$ cat config.mk
export PLATFORM = sky130hd
export DESIGN_NAME = gdcp_top
export DESIGN_NICKNAME = d
export VERILOG_FILES = /design/src/hdl/gdcp_pkg.sv /design/src/hdl/gdcp_top.sv
export SDC_FILE = /design/constraint.sdc
export NUM_CORES = 1
export LEC_CHECK = 0
export BUFFER_PORTS_ARGS = -buffer_cell sky130_fd_sc_hd__buf_2
export CAP_MARGIN = 10
export CORE_MARGIN = 4
export CORE_UTILIZATION = 55
export DETAILED_ROUTE_END_ITERATION = 10
export GPL_TIMING_DRIVEN = 0
export PLACE_DENSITY_LB_ADDON = 0.05
export SYNTH_ARGS = -nofsm -noshare
export SYNTH_HDL_FRONTEND = slang
export SYNTH_SLANG_ARGS = --single-unit
$ cat constraint.sdc
create_clock -name clock -period 4.11 [get_ports clock]
set_input_delay 0.822 -clock clock [delete_from_list [all_inputs] [get_ports clock]]
set_output_delay 0.822 -clock clock [all_outputs]
set_load 0.01 [all_outputs]
$ cat src/hdl/gdcp_pkg.sv
// Constants, field layouts and carrier types for the gate driver control port.
package gdcp_pkg;

  // System clock rate in MHz.
  localparam int CLK_MHZ          = 100;

  // Default gap before the gate may turn on after the opposing command ends.
  localparam int DEAD_NS          = 500;
  localparam int DEAD_CYC         = (DEAD_NS * CLK_MHZ + 999) / 1000;

  // Longest silence allowed on the die-to-die heartbeat before a link fault.
  localparam int LINK_TIMEOUT_NS  = 10000;
  localparam int LINK_TIMEOUT_CYC = (LINK_TIMEOUT_NS * CLK_MHZ) / 1000;

  // APB byte offsets of the registers.
  localparam logic [11:0] OFF_CTRL   = 12'h000;
  localparam logic [11:0] OFF_STATUS = 12'h004;
  localparam logic [11:0] OFF_MASK   = 12'h008;
  localparam logic [11:0] OFF_STATE  = 12'h00C;

  // Field positions in the control register.
  localparam int CTRL_MONSEL_BIT  = 0;
  localparam int CTRL_DEAD_LSB    = 8;

  // Reset values.
  localparam logic       MONSEL_RESET = 1'b0;
  localparam logic [7:0] DEAD_RESET   = 8'(DEAD_CYC);
  localparam logic [2:0] MASK_RESET   = 3'h7;

  // Serial frame length and the addresses that a serial write may target.
  localparam int          FRAME_BITS      = 16;
  localparam logic [6:0]  SPI_ADDR_MONSEL = 7'h00;
  localparam logic [6:0]  SPI_ADDR_DEAD   = 7'h01;

  // Sticky event bits, also the layout of the mask register.
  typedef struct packed {
    logic oppConflict;
    logic frameAbort;
    logic linkFault;
  } gdcp_status_s;

  // Serial command frame, most significant bit first on the wire.
  typedef struct packed {
    logic       write;
    logic [6:0] addr;
    logic [7:0] data;
  } gdcp_frame_s;

  // APB request from the bus master.
  typedef struct packed {
    logic [11:0] paddr;
    logic        psel;
    logic        penable;
    logic        pwrite;
    logic [31:0] pwdata;
  } gdcp_apb_req_s;

  // APB answer of the slave.
  typedef struct packed {
    logic [31:0] prdata;
    logic        pready;
    logic        pslverr;
  } gdcp_apb_rsp_s;

endpackage : gdcp_pkg

$ cat src/hdl/gdcp_top.sv
// Gate driver control port: serial slave, gate command logic, monitor encoder and APB registers.
//
// Notes on behaviour
// RL1 - The serial select is active low, frames each command, and serial traffic counts only while it is low.
// RL2 - The serial input is sampled on each rising serial clock edge, most significant bit first.
// RL3 - The serial output changes on the falling serial clock edge so the host can take it on the next rise.
// RL4 - Faults are reported by actively pulling the open-drain interrupt low, leaving it undriven otherwise.
// RL5 - The primary PWM input, active high, commands the gate on while high and off while low.
// RL6 - The opposing-gate command, active high, forces the gate off while high.
// RL7 - During fail-safe the gate follows the fail-safe level instead of the PWM inputs.
// RL8 - Fail-safe is entered only while the active-low fail-safe request is asserted.
// RL9 - The monitor output carries a duty-cycle-encoded temperature or voltage chosen by a serial setting.
// RL10 - The die-to-die link is watched continuously and a lost heartbeat is flagged as a fault.
// RL11 - The gate never turns on while the opposing command is high and waits a dead gap after it ends; the code lets fail-safe turn the gate on regardless.
// RL12 - A frame cut short by the select rising is discarded and leaves all settings unchanged.
//
// The APB interface to the registers and the register addresses were decided locally.
`timescale 1ns/1ps
`default_nettype none

module gdcp_top
#(
  parameter int MON_BITS = 8
)
(
  input  wire logic                   clock,
  input  wire logic                   reset_n,
  input  wire gdcp_pkg::gdcp_apb_req_s apbReq,
  output var  gdcp_pkg::gdcp_apb_rsp_s apbRsp,
  input  wire logic                   serialClock,
  input  wire logic                   serialSelectN,
  input  wire logic                   serialDataIn,
  output var  logic                   serialDataOut,
  output var  logic                   serialDataOe,
  output var  logic                   faultIrqNOut,
  output var  logic                   faultIrqNOe,
  input  wire logic                   pwmIn,
  input  wire logic                   opposingGateCmd,
  input  wire logic                   failsafeRequestN,
  input  wire logic                   failsafeLevel,
  input  wire logic                   linkHeartbeat,
  input  wire logic [MON_BITS-1:0]    tempCode,
  input  wire logic [MON_BITS-1:0]    voltCode,
  output var  logic                   gateOn,
  output var  logic                   encodedMonitorOut
);

  import gdcp_pkg::*;

  localparam int PIN_COUNT  = 8;
  // Synchroniser reset levels match the idle pins, so no false select edge follows reset.
  localparam logic [PIN_COUNT-1:0] PIN_IDLE = 8'h22;
  localparam int CNT_BITS   = $clog2(FRAME_BITS + 2);
  localparam int LINK_BITS  = $clog2(LINK_TIMEOUT_CYC + 1);
  localparam logic [CNT_BITS-1:0]  FRAME_COUNT = CNT_BITS'(FRAME_BITS);
  localparam logic [CNT_BITS-1:0]  COUNT_MAX   = {CNT_BITS{1'b1}};
  localparam logic [LINK_BITS-1:0] LINK_LAST   = LINK_BITS'(LINK_TIMEOUT_CYC - 1);
  localparam logic [LINK_BITS-1:0] LINK_HIT    = LINK_BITS'(LINK_TIMEOUT_CYC - 2);

  // Decodes whether a byte address names one of the registers.
  function automatic logic isMapped(input logic [11:0] addr);
    isMapped = (addr == OFF_CTRL) || (addr == OFF_STATUS) ||
               (addr == OFF_MASK) || (addr == OFF_STATE);
  endfunction : isMapped

  // Reset release through two flip-flops.
  logic rstMeta_r;
  logic rstN_r;

  always_ff @(posedge clock or negedge reset_n)
  begin
    if (!reset_n)
    begin
      rstMeta_r <= 1'b0;
      rstN_r    <= 1'b0;
    end
    else
    begin
      rstMeta_r <= 1'b1;
      rstN_r    <= rstMeta_r;
    end
  end

  // Pin synchronisers, two flip-flops each; a third stage serves edge detection.
  logic [PIN_COUNT-1:0] pinRaw;
  logic [PIN_COUNT-1:0] pinMeta_r;
  logic [PIN_COUNT-1:0] pinSync_r;
  logic [PIN_COUNT-1:0] pinOld_r;

  assign pinRaw = {linkHeartbeat, failsafeLevel, failsafeRequestN, opposingGateCmd,
                   pwmIn, serialDataIn, serialSelectN, serialClock};

  genvar gi;
  generate
    for (gi = 0; gi < PIN_COUNT; gi++)
    begin : g_sync
      always_ff @(posedge clock or negedge rstN_r)
      begin
        if (!rstN_r)
        begin
          pinMeta_r[gi] <= PIN_IDLE[gi];
          pinSync_r[gi] <= PIN_IDLE[gi];
          pinOld_r[gi]  <= PIN_IDLE[gi];
        end
        else
        begin
          pinMeta_r[gi] <= pinRaw[gi];
          pinSync_r[gi] <= pinMeta_r[gi];
          pinOld_r[gi]  <= pinSync_r[gi];
        end
      end
    end
  endgenerate

  // Named views of the synchronised pins and their edges.
  logic sclkS, selNS, mosiS, pwmS, oppS, fsReqNS, fsLevelS, beatS;
  logic sclkRise, sclkFall, selFall, selRise, beatEdge, selActive;

  assign sclkS     = pinSync_r[0];
  assign selNS     = pinSync_r[1];
  assign mosiS     = pinSync_r[2];
  assign pwmS      = pinSync_r[3];
  assign oppS      = pinSync_r[4];
  assign fsReqNS   = pinSync_r[5];
  assign fsLevelS  = pinSync_r[6];
  assign beatS     = pinSync_r[7];
  assign selActive = ~selNS & ~pinOld_r[1];                       // [RL1]
  assign sclkRise  = sclkS & ~pinOld_r[0] & selActive;            // [RL2]
  assign sclkFall  = ~sclkS & pinOld_r[0] & selActive;            // [RL3]
  assign selFall   = ~selNS & pinOld_r[1];                        // [RL1]
  assign selRise   = selNS & ~pinOld_r[1];                        // [RL1]
  assign beatEdge  = beatS ^ pinOld_r[7];

  // Register state.
  logic                  monSel_r;
  logic [7:0]            deadCycles_r;
  gdcp_status_s          status_r;
  gdcp_status_s          mask_r;
  logic [FRAME_BITS-1:0] shiftIn_r;
  logic [FRAME_BITS-1:0] shiftOut_r;
  logic [CNT_BITS-1:0]   bitCnt_r;
  logic [7:0]            deadCnt_r;
  logic [LINK_BITS-1:0]  linkCnt_r;
  logic [MON_BITS-1:0]   monCnt_r;

  // APB decode; every access answers after one wait cycle.
  logic        apbAccess, apbDone, apbWrite, wrCtrl, wrStatus, wrMask;
  logic [31:0] rdMux;

  assign apbAccess = apbReq.psel & apbReq.penable;
  assign apbDone   = apbAccess & apbRsp.pready;
  assign apbWrite  = apbDone & apbReq.pwrite & isMapped(apbReq.paddr);
  assign wrCtrl    = apbWrite & (apbReq.paddr == OFF_CTRL);
  assign wrStatus  = apbWrite & (apbReq.paddr == OFF_STATUS);
  assign wrMask    = apbWrite & (apbReq.paddr == OFF_MASK);

  // Read data selection.
  logic [31:0] ctrlWord, stateWord;

  assign ctrlWord  = {16'h0000, deadCycles_r, 7'h00, monSel_r};
  assign stateWord = {27'h0000000, faultIrqNOe, oppS, pwmS, ~fsReqNS, gateOn};
  assign rdMux     = (apbReq.paddr == OFF_CTRL)   ? ctrlWord :
                     (apbReq.paddr == OFF_STATUS) ? {29'h00000000, status_r} :
                     (apbReq.paddr == OFF_MASK)   ? {29'h00000000, mask_r} :
                     (apbReq.paddr == OFF_STATE)  ? stateWord : 32'h00000000;

  // APB answer registers.
  always_ff @(posedge clock or negedge rstN_r)
  begin
    if (!rstN_r)
      apbRsp <= '0;
    else
    begin
      apbRsp.pready  <= apbAccess & ~apbRsp.pready;
      apbRsp.pslverr <= apbAccess & ~apbRsp.pready & ~isMapped(apbReq.paddr);
      if (apbAccess & ~apbRsp.pready)
        apbRsp.prdata <= apbReq.pwrite ? 32'h00000000 : rdMux;
    end
  end

  // Serial frame decode at the select release.
  gdcp_frame_s frame;
  logic        frameDone, frameCut, spiWrMon, spiWrDead;

  assign frame     = gdcp_frame_s'(shiftIn_r);
  assign frameDone = selRise & (bitCnt_r == FRAME_COUNT);
  assign frameCut  = selRise & (bitCnt_r != FRAME_COUNT) & (bitCnt_r != '0);   // [RL12]
  assign spiWrMon  = frameDone & frame.write & (frame.addr == SPI_ADDR_MONSEL);
  assign spiWrDead = frameDone & frame.write & (frame.addr == SPI_ADDR_DEAD);

  // Serial shift registers: sample on rise, drive out on fall.
  always_ff @(posedge clock or negedge rstN_r)
  begin
    if (!rstN_r)
    begin
      shiftIn_r  <= '0;
      shiftOut_r <= '0;
      bitCnt_r   <= '0;
    end
    else if (selFall)
    begin
      bitCnt_r   <= '0;
      shiftOut_r <= {status_r, 5'h00, deadCycles_r};                         // Status bits lead.
    end
    else
    begin
      if (sclkRise)
      begin
        shiftIn_r <= {shiftIn_r[FRAME_BITS-2:0], mosiS};                      // [RL2]
        if (bitCnt_r != COUNT_MAX)
          bitCnt_r <= bitCnt_r + 1'b1;
      end
      if (sclkFall)
        shiftOut_r <= {shiftOut_r[FRAME_BITS-2:0], 1'b0};                     // [RL3]
    end
  end

  // Serial output pin: first bit at select fall, next bits on each falling edge.
  always_ff @(posedge clock or negedge rstN_r)
  begin
    if (!rstN_r)
    begin
      serialDataOut <= 1'b0;
      serialDataOe  <= 1'b0;
    end
    else
    begin
      serialDataOe <= ~selNS;                                                 // [RL1]
      if (selFall)
        serialDataOut <= status_r[2];
      else if (sclkFall)
        serialDataOut <= shiftOut_r[FRAME_BITS-2];                            // [RL3]
    end
  end

  // Settings: an APB write wins over a serial write in the same cycle.
  always_ff @(posedge clock or negedge rstN_r)
  begin
    if (!rstN_r)
    begin
      monSel_r     <= MONSEL_RESET;
      deadCycles_r <= DEAD_RESET;
      mask_r       <= gdcp_status_s'(MASK_RESET);
    end
    else
    begin
      if (wrCtrl)
      begin
        monSel_r     <= apbReq.pwdata[CTRL_MONSEL_BIT];
        deadCycles_r <= apbReq.pwdata[CTRL_DEAD_LSB +: 8];
      end
      else
      begin
        if (spiWrMon)
          monSel_r <= frame.data[0];                                          // [RL9]
        if (spiWrDead)
          deadCycles_r <= frame.data;                                         // [RL11]
      end
      if (wrMask)
        mask_r <= gdcp_status_s'(apbReq.pwdata[2:0]);
    end
  end

  // Link watchdog: counts cycles since the last heartbeat edge.
  logic linkLost;

  // Fires once per silence, so a cleared fault stays clear until the link is lost again.
  assign linkLost = ~beatEdge & (linkCnt_r == LINK_HIT);                      // [RL10]

  always_ff @(posedge clock or negedge rstN_r)
  begin
    if (!rstN_r)
      linkCnt_r <= '0;
    else if (beatEdge)
      linkCnt_r <= '0;
    else if (linkCnt_r != LINK_LAST)
      linkCnt_r <= linkCnt_r + 1'b1;                                          // [RL10]
  end

  // Sticky events; a new event wins over a write-one clear.
  gdcp_status_s evSet, status_nxt;

  assign evSet      = '{oppConflict: pwmS & oppS, frameAbort: frameCut, linkFault: linkLost};
  assign status_nxt = gdcp_status_s'((status_r & ~(wrStatus ? apbReq.pwdata[2:0] : 3'h0))
                                     | evSet);

  always_ff @(posedge clock or negedge rstN_r)
  begin
    if (!rstN_r)
      status_r <= '0;
    else
      status_r <= status_nxt;
  end

  // Open-drain interrupt: pulled low while an unmasked event is pending.
  always_ff @(posedge clock or negedge rstN_r)
  begin
    if (!rstN_r)
    begin
      faultIrqNOut <= 1'b0;
      faultIrqNOe  <= 1'b0;
    end
    else
    begin
      faultIrqNOut <= 1'b0;                                                   // [RL4]
      faultIrqNOe  <= |(status_nxt & mask_r);                                 // [RL4]
    end
  end

  // Dead gap counter reloads while the opposing command is high.
  always_ff @(posedge clock or negedge rstN_r)
  begin
    if (!rstN_r)
      deadCnt_r <= '0;
    else if (oppS)
      deadCnt_r <= deadCycles_r;                                              // [RL11]
    else if (deadCnt_r != 8'h00)
      deadCnt_r <= deadCnt_r - 1'b1;                                          // [RL11]
  end

  // Gate command selection.
  logic fsActive, gateAllow, gate_nxt;

  assign fsActive  = ~fsReqNS;                                                // [RL8]
  assign gateAllow = ~oppS & (deadCnt_r == 8'h00);                            // [RL6] [RL11]
  assign gate_nxt  = fsActive ? fsLevelS : (pwmS & gateAllow);                // [RL5] [RL7]

  always_ff @(posedge clock or negedge rstN_r)
  begin
    if (!rstN_r)
      gateOn <= 1'b0;
    else
      gateOn <= gate_nxt;                                                     // [RL5]
  end

  // Monitor encoder: output high for code counts out of each full period.
  logic [MON_BITS-1:0] monCode;

  assign monCode = monSel_r ? voltCode : tempCode;                            // [RL9]

  always_ff @(posedge clock or negedge rstN_r)
  begin
    if (!rstN_r)
    begin
      monCnt_r          <= '0;
      encodedMonitorOut <= 1'b0;
    end
    else
    begin
      monCnt_r          <= monCnt_r + 1'b1;
      encodedMonitorOut <= (monCnt_r < monCode);                              // [RL9]
    end
  end

endmodule : gdcp_top

`default_nettype wire

# Word level (Yosys, flattened, before mapping)
# Cells that the tools add are included.
dict set report word_totals {
  input_bits 73
  regBits 137
}
dict set report classes {
  reduce_logical 18
  n_eq_ne 9
  n_bitwise 41
  magnitude_cmp 1
  add_sub_neg 4
  muxes 23
}
# op count
set op_table {}
lappend op_table {{$mux W8} 5}
lappend op_table {{$mux W16} 2}
lappend op_table {{$mux W15} 2}
lappend op_table {{$mux W5} 6}
lappend op_table {{$and A1 B1 Y1} 26}
lappend op_table {{$eq A12 B4 Y1 const B} 2}
lappend op_table {{$mux W10} 2}
lappend op_table {{$reduce_bool A2 Y1} 7}
lappend op_table {{$eq A12 B3 Y1 const B} 1}
lappend op_table {{$logic_not A12 Y1} 1}
lappend op_table {{$add A10 B1 Y10 const B} 1}
lappend op_table {{$eq A10 B10 Y1 const B} 1}
lappend op_table {{$ne A10 B10 Y1 const B} 1}
lappend op_table {{$ne A5 B5 Y1 const B} 2}
lappend op_table {{$not A1 Y1} 10}
lappend op_table {{$add A8 B1 Y8 const B} 1}
lappend op_table {{$logic_not A8 Y1} 1}
lappend op_table {{$lt A8 B8 Y1} 1}
lappend op_table {{$reduce_bool A8 Y1} 1}
lappend op_table {{$sub A8 B1 Y8 const B} 1}
lappend op_table {{$eq A7 B1 Y1 const B} 1}
lappend op_table {{$logic_not A7 Y1} 1}
lappend op_table {{$and A3 B3 Y3} 2}
lappend op_table {{$add A5 B1 Y5 const B} 1}
lappend op_table {{other kinds (10)} 17}

# Longest topological paths before layout
dict set report logic_depth {
  depth_word 12
  ltp_mapped 7
  ltp_nobuf 7
}

# Least setup slack after synthesis
# No wires, ideal clock.
dict set report synth_path {
  kind {input port to flip-flop}
  from {input apbReq[40] in the netlist's numbering}
  to {register deadCycles_r[0]}
  path_slack_ps 1717
  n_path_buf 1
  stages 5
  setup_time_ps 125
  t_required_ps 3985
  arrival_ps 2267
  path_cell_list {nor4_2 -> nand3_2 -> or4_1 -> buf_6 -> mux2_4}
}
dict set report synth_via {
  elab_chain_cells 7
  elab_cells_between_ends 11
}
# item line
set synth_rtl {}
lappend synth_rtl {{start, declared} gdcp_top.sv:28} ;# input wire gdcp_pkg::gdcp_apb_req_s apbReq,
lappend synth_rtl {{$eq A12 B3 Y1 or $logic_not A12 Y1 (tied branches)} {gdcp_top.sv:62, gdcp_top.sv:153}}
lappend synth_rtl {{$logic_or A1 B1 Y1 (2 in series)} gdcp_top.sv:62} ;# isMapped = (addr == OFF_CTRL) || (addr == OFF_STATUS) ||
lappend synth_rtl {{$logic_or A1 B1 Y1} gdcp_top.sv:63} ;# (addr == OFF_MASK) || (addr == OFF_STATE);
lappend synth_rtl {{$and A1 B1 Y1} gdcp_top.sv:152} ;# assign apbWrite = apbDone & apbReq.pwrite & isMapped(apbReq.paddr);
lappend synth_rtl {{$and A1 B1 Y1 *} gdcp_top.sv:153} ;# assign wrCtrl = apbWrite & (apbReq.paddr == OFF_CTRL);
lappend synth_rtl {{$mux W8 or $reduce_bool A2 Y1 (tied branches)} n/a}
lappend synth_rtl {{end signal, assigned} gdcp_top.sv:250} ;# deadCycles_r <= apbReq.pwdata[CTRL_DEAD_LSB +: 8];
lappend synth_rtl {{end signal, assigned} gdcp_top.sv:257} ;# deadCycles_r <= frame.data;
lappend synth_rtl {{end, declared} gdcp_top.sv:136} ;# logic [7:0] deadCycles_r;
# Every way passes the cells marked *; elsewhere a longest branch is shown, timed or not.
# A chain may end at the register's enable or synchronous reset.

# Worst setup path in the final report
dict set report layout_path {
  from {register bitCnt_r[0]}
  to {register deadCycles_r[0]}
}
dict set report layout_via {
  elab_chain_cells 5
}
# item line
set layout_rtl {}
lappend layout_rtl {{start, declared} gdcp_top.sv:141} ;# logic [CNT_BITS-1:0] bitCnt_r;
lappend layout_rtl {{start signal, assigned} gdcp_top.sv:211} ;# bitCnt_r <= bitCnt_r + 1'b1;
lappend layout_rtl {{$eq A5 B5 Y1} gdcp_top.sv:186} ;# assign frameDone = selRise & (bitCnt_r == FRAME_COUNT);
lappend layout_rtl {{$and A1 B1 Y1} gdcp_top.sv:186}
lappend layout_rtl {{$and A1 B1 Y1 (2 in series)} gdcp_top.sv:189} ;# assign spiWrDead = frameDone & frame.write & (frame.addr == SPI_ADDR_DEAD);
lappend layout_rtl {{$reduce_bool A2 Y1 (no source line)} n/a}
# Every way passes these cells.

==> impl_metrics.toml <==
[run_status]
status = "finished clean"

[worst_setup_path]
path_class = "register to register"
ff2ff_setup_slack_ns = 1.51
crit_path_end_kind = "register"
worstPathMaxFanout = 8
critPathArrivalTime_ns = 2.99
cp_slowest_stage_delay_ns = 0.57
crit_path_top_delay_cell = "nor3b_1"
worstPathRequired_ns = 4.50
worstSetupStartpointType = "register"
crit_path_cell_trace = "inv_1 -> ha_1 -> nor3b_1 -> nand4_1 -> mux2_2 -> mux2_4"

[yosys]
synth_ff_type = "dfrtp_1"
synthesis.instances = 462
synth.yosys.seq_area_share_pct = 54.8
synthesis.area_um2 = 5410
synth_area_leaders = "dfrtp_1 49%, mux2_2 6.5%, dfstp_2 5.3%"
synthesis.yosys.warnings = 0
synthDominantAreaCellType = "dfrtp_1"
asyncSetResetFlopFracSynth_pct = 100
ys_types = 53
area_share_of_the_largest_cell_type_after_synthesis_pct = 49.5
synth.avg_cell_area_um2 = 11.7
ys_ff_latch = 118
edff_count_synth = 0

[place]
post-place-ws_ns = 1.42
buffer_ports.inserted = 69
hpwl_mm = 7.58
globalplace.congestion = 0.821

[drt]
dr.pass1.iters = 4
detail_route.wl_per_cell_um = 15.3
num_vias = 3684
avgViaCountPerCell = 5.17
drt_wl_total_mm = 10.9
first_iteration_detailed_routing_drc_count = 153
post-route-drc-count = 0
final_antenna_net_count = 0

[timing]
final.setup.worst_slack_ns = 1.51
final_period_minus_worst_setup_slack_ns = 2.60
final-hold-violation-count = 0
fin_crit_sh_pct = 63.2
unrepaired_setup_endpoints_after_global_routing = "false"
report.final.setup_viol = 0
finalClockSkew_ns = 0.0118
worst_slew_margin_relative_to_its_limit_pct = 38.3
fmax_mhz = 385
tns_ns = 0
worst_margin_slew_ns = 0.913
finalMaxSlewViolations = 0

[clock_network]
ctsHtreeMaxLevel = 4
postcts_setup_bufs = 0
tritoncts = "built"
post_cts_resize_count = 0
clk_path_buf_depth = 2
cts-buffers-inserted = 17
post_cts_hold_buffer_count = 0
ctsRootBufferMaster = "clkbuf_8"
clkSinkCount = 118
insertion_delay_to_the_later_sink_of_the_worst_skew_pair_ns = 0.51
worst_setup_hold_path_clk_slew_ns = 0.06

[floorplanning]
initial_utilization_pct = 57.5
row_count = 35
die-height_um = 107
dieWidth_um = 107
placeableCoreArea_um2 = 9420
ioPinCount = 113
fp.dieArea_um2 = 11500

[cells_and_area]
layout_common_cells = "106 x dfrtp_1, 70 x buf_2, 48 x nand2_1, 31 x mux2_2, 29 x o21ai_0"
post_route_cells_drive_above_1_share_pct = 31.6
ff_latch_area_um2 = 2970
nets = 657
n_antenna_cell = 0
leading_cell_type_in_the_layout_fill_and_taps_excluded = "dfrtp_1"
fillers = 694
area_growth_syn_to_layout_pct = 22.0
multi_input_comb_area_um2 = 2240

[pwr]
power.static_leakage_nw = 3.14
power-per-cell-area_nw_per_um2 = 469
maximum_vdd_drop_uv = 365

[global_routing]
vias_in_the_first_global_route = 3713
global_route.overflow_total = 0
grt_pass1_wl_mm = 18.2
global_route.usage.total_pct = 20.3
grt_antenna_before_repair = 0
maximum_number_of_pins_on_one_net_before_global_route_repair = 71

[run]
max-cap-violations = 0

[min_path]
hold_path_class = "primary input to async pin"
[registers in the layout, summed over array words and instances, names as in the netlist, 5 cells and up]
| register | flops |
|---|---|
| linkCnt_r | 10 |
| pinMeta_r | 8 |
| bitCnt_r | 5 |
| deadCycles_r | 8 |
| frame | 16 |
| deadCnt_r | 8 |
| shiftOut_r | 15 |
| apbRsp | 15 |
| monCnt_r | 8 |
[logic make-up after synthesis]
| group | share of synthesized area, % |
|---|---|
| DFF | 54.8 |
| muxes | 13.4 |
| adders and majority gates | 3.24 |
| other | 0.139 |
| buffers and inverters | 5.16 |
| and+or+nand+nor | 12.5 |
| AOI/OAI and AO/OA | 7.19 |
| xor gates and xnor gates | 3.56 |
[synth_stat cells (9+ instances only)]
library cell / number
ha_1: 14
buf_4: 20
nor2_1: 19
nand2_1: 48
nor3_1: 12
mux2i_1: 22
inv_1: 17
clkbuf_1: 13
dfstp_2: 11
xnor2_1: 15
mux2_2: 31
mux2_4: 9
dfrtp_1: 107
o21ai_0: 29
[through the flow]
stage	hold slack (ns)	power [mW]	std cells	utilization, %	instance area, um^2
after floorplan	0.331	1.60	481	-	5480
after global placement	0.332	1.69	679	63.6	5990
after detailed placement	0.336	1.70	680	63.9	6020
after CTS	0.0602	3.12	712	70.1	6600
after global routing	0.0549	3.25	712	70.1	6600
final	0.0781	3.10	712	70.1	6600
[cell type report]
class / instances / share of cell area [%]
Buffer: 35 / 3.26
Clock buffer: 18 / 6.48
Clock inverter: 14 / 2.29
Inverter: 17 / 0.967
Multi-Input combinational cell: 311 / 33.9
Sequential cell: 118 / 45.0
Tap cell: 129 / 2.45
Timing Repair Buffer: 70 / 5.65
[worst paths after layout]
path / start / to / depth (start not counted)
setup reg to reg: bitCnt_r[0] / deadCycles_r[0] / 6
min in group clock: rstMeta_r / rstN_r / 0
setup / recovery: bitCnt_r[0] / deadCycles_r[0] / 6
hold / removal: reset_n / rstN_r / 1
max in group asynchronous: rstN_r / deadCycles_r[1] / 1
hold reg to reg: rstMeta_r / rstN_r / 0
[where the power goes]
group,leakage (nW),internal [mW],switching [mW],total (mW)
registers,1.52,1.24,0.0705,1.31
logic,1.34,0.188,0.182,0.370
clock network,0.282,0.883,0.535,1.42
[per-layer routing]
layer / up-vias / routed length, um / global-route usage, %
li1: 1800 / - / -
met1: 1781 / 5100 / 27.9
met2: 95 / 5030 / 31.1
met3: 8 / 636 / 6.50
met4: 0 / 98 / 5.75
met5: - / 0 / 0
[critical path, delay by kind of cell (launching register included)]
| kind | cells | cell delay (ns) |
|---|---|---|
| fa+ha+maj | 1 | 0.15 |
| buf+inv | 1 | 0.07 |
| flops | 1 | 0.41 |
| mux | 2 | 0.70 |
| simple gates | 2 | 1.14 |
Note: power is estimated with default switching activity, not from simulation.
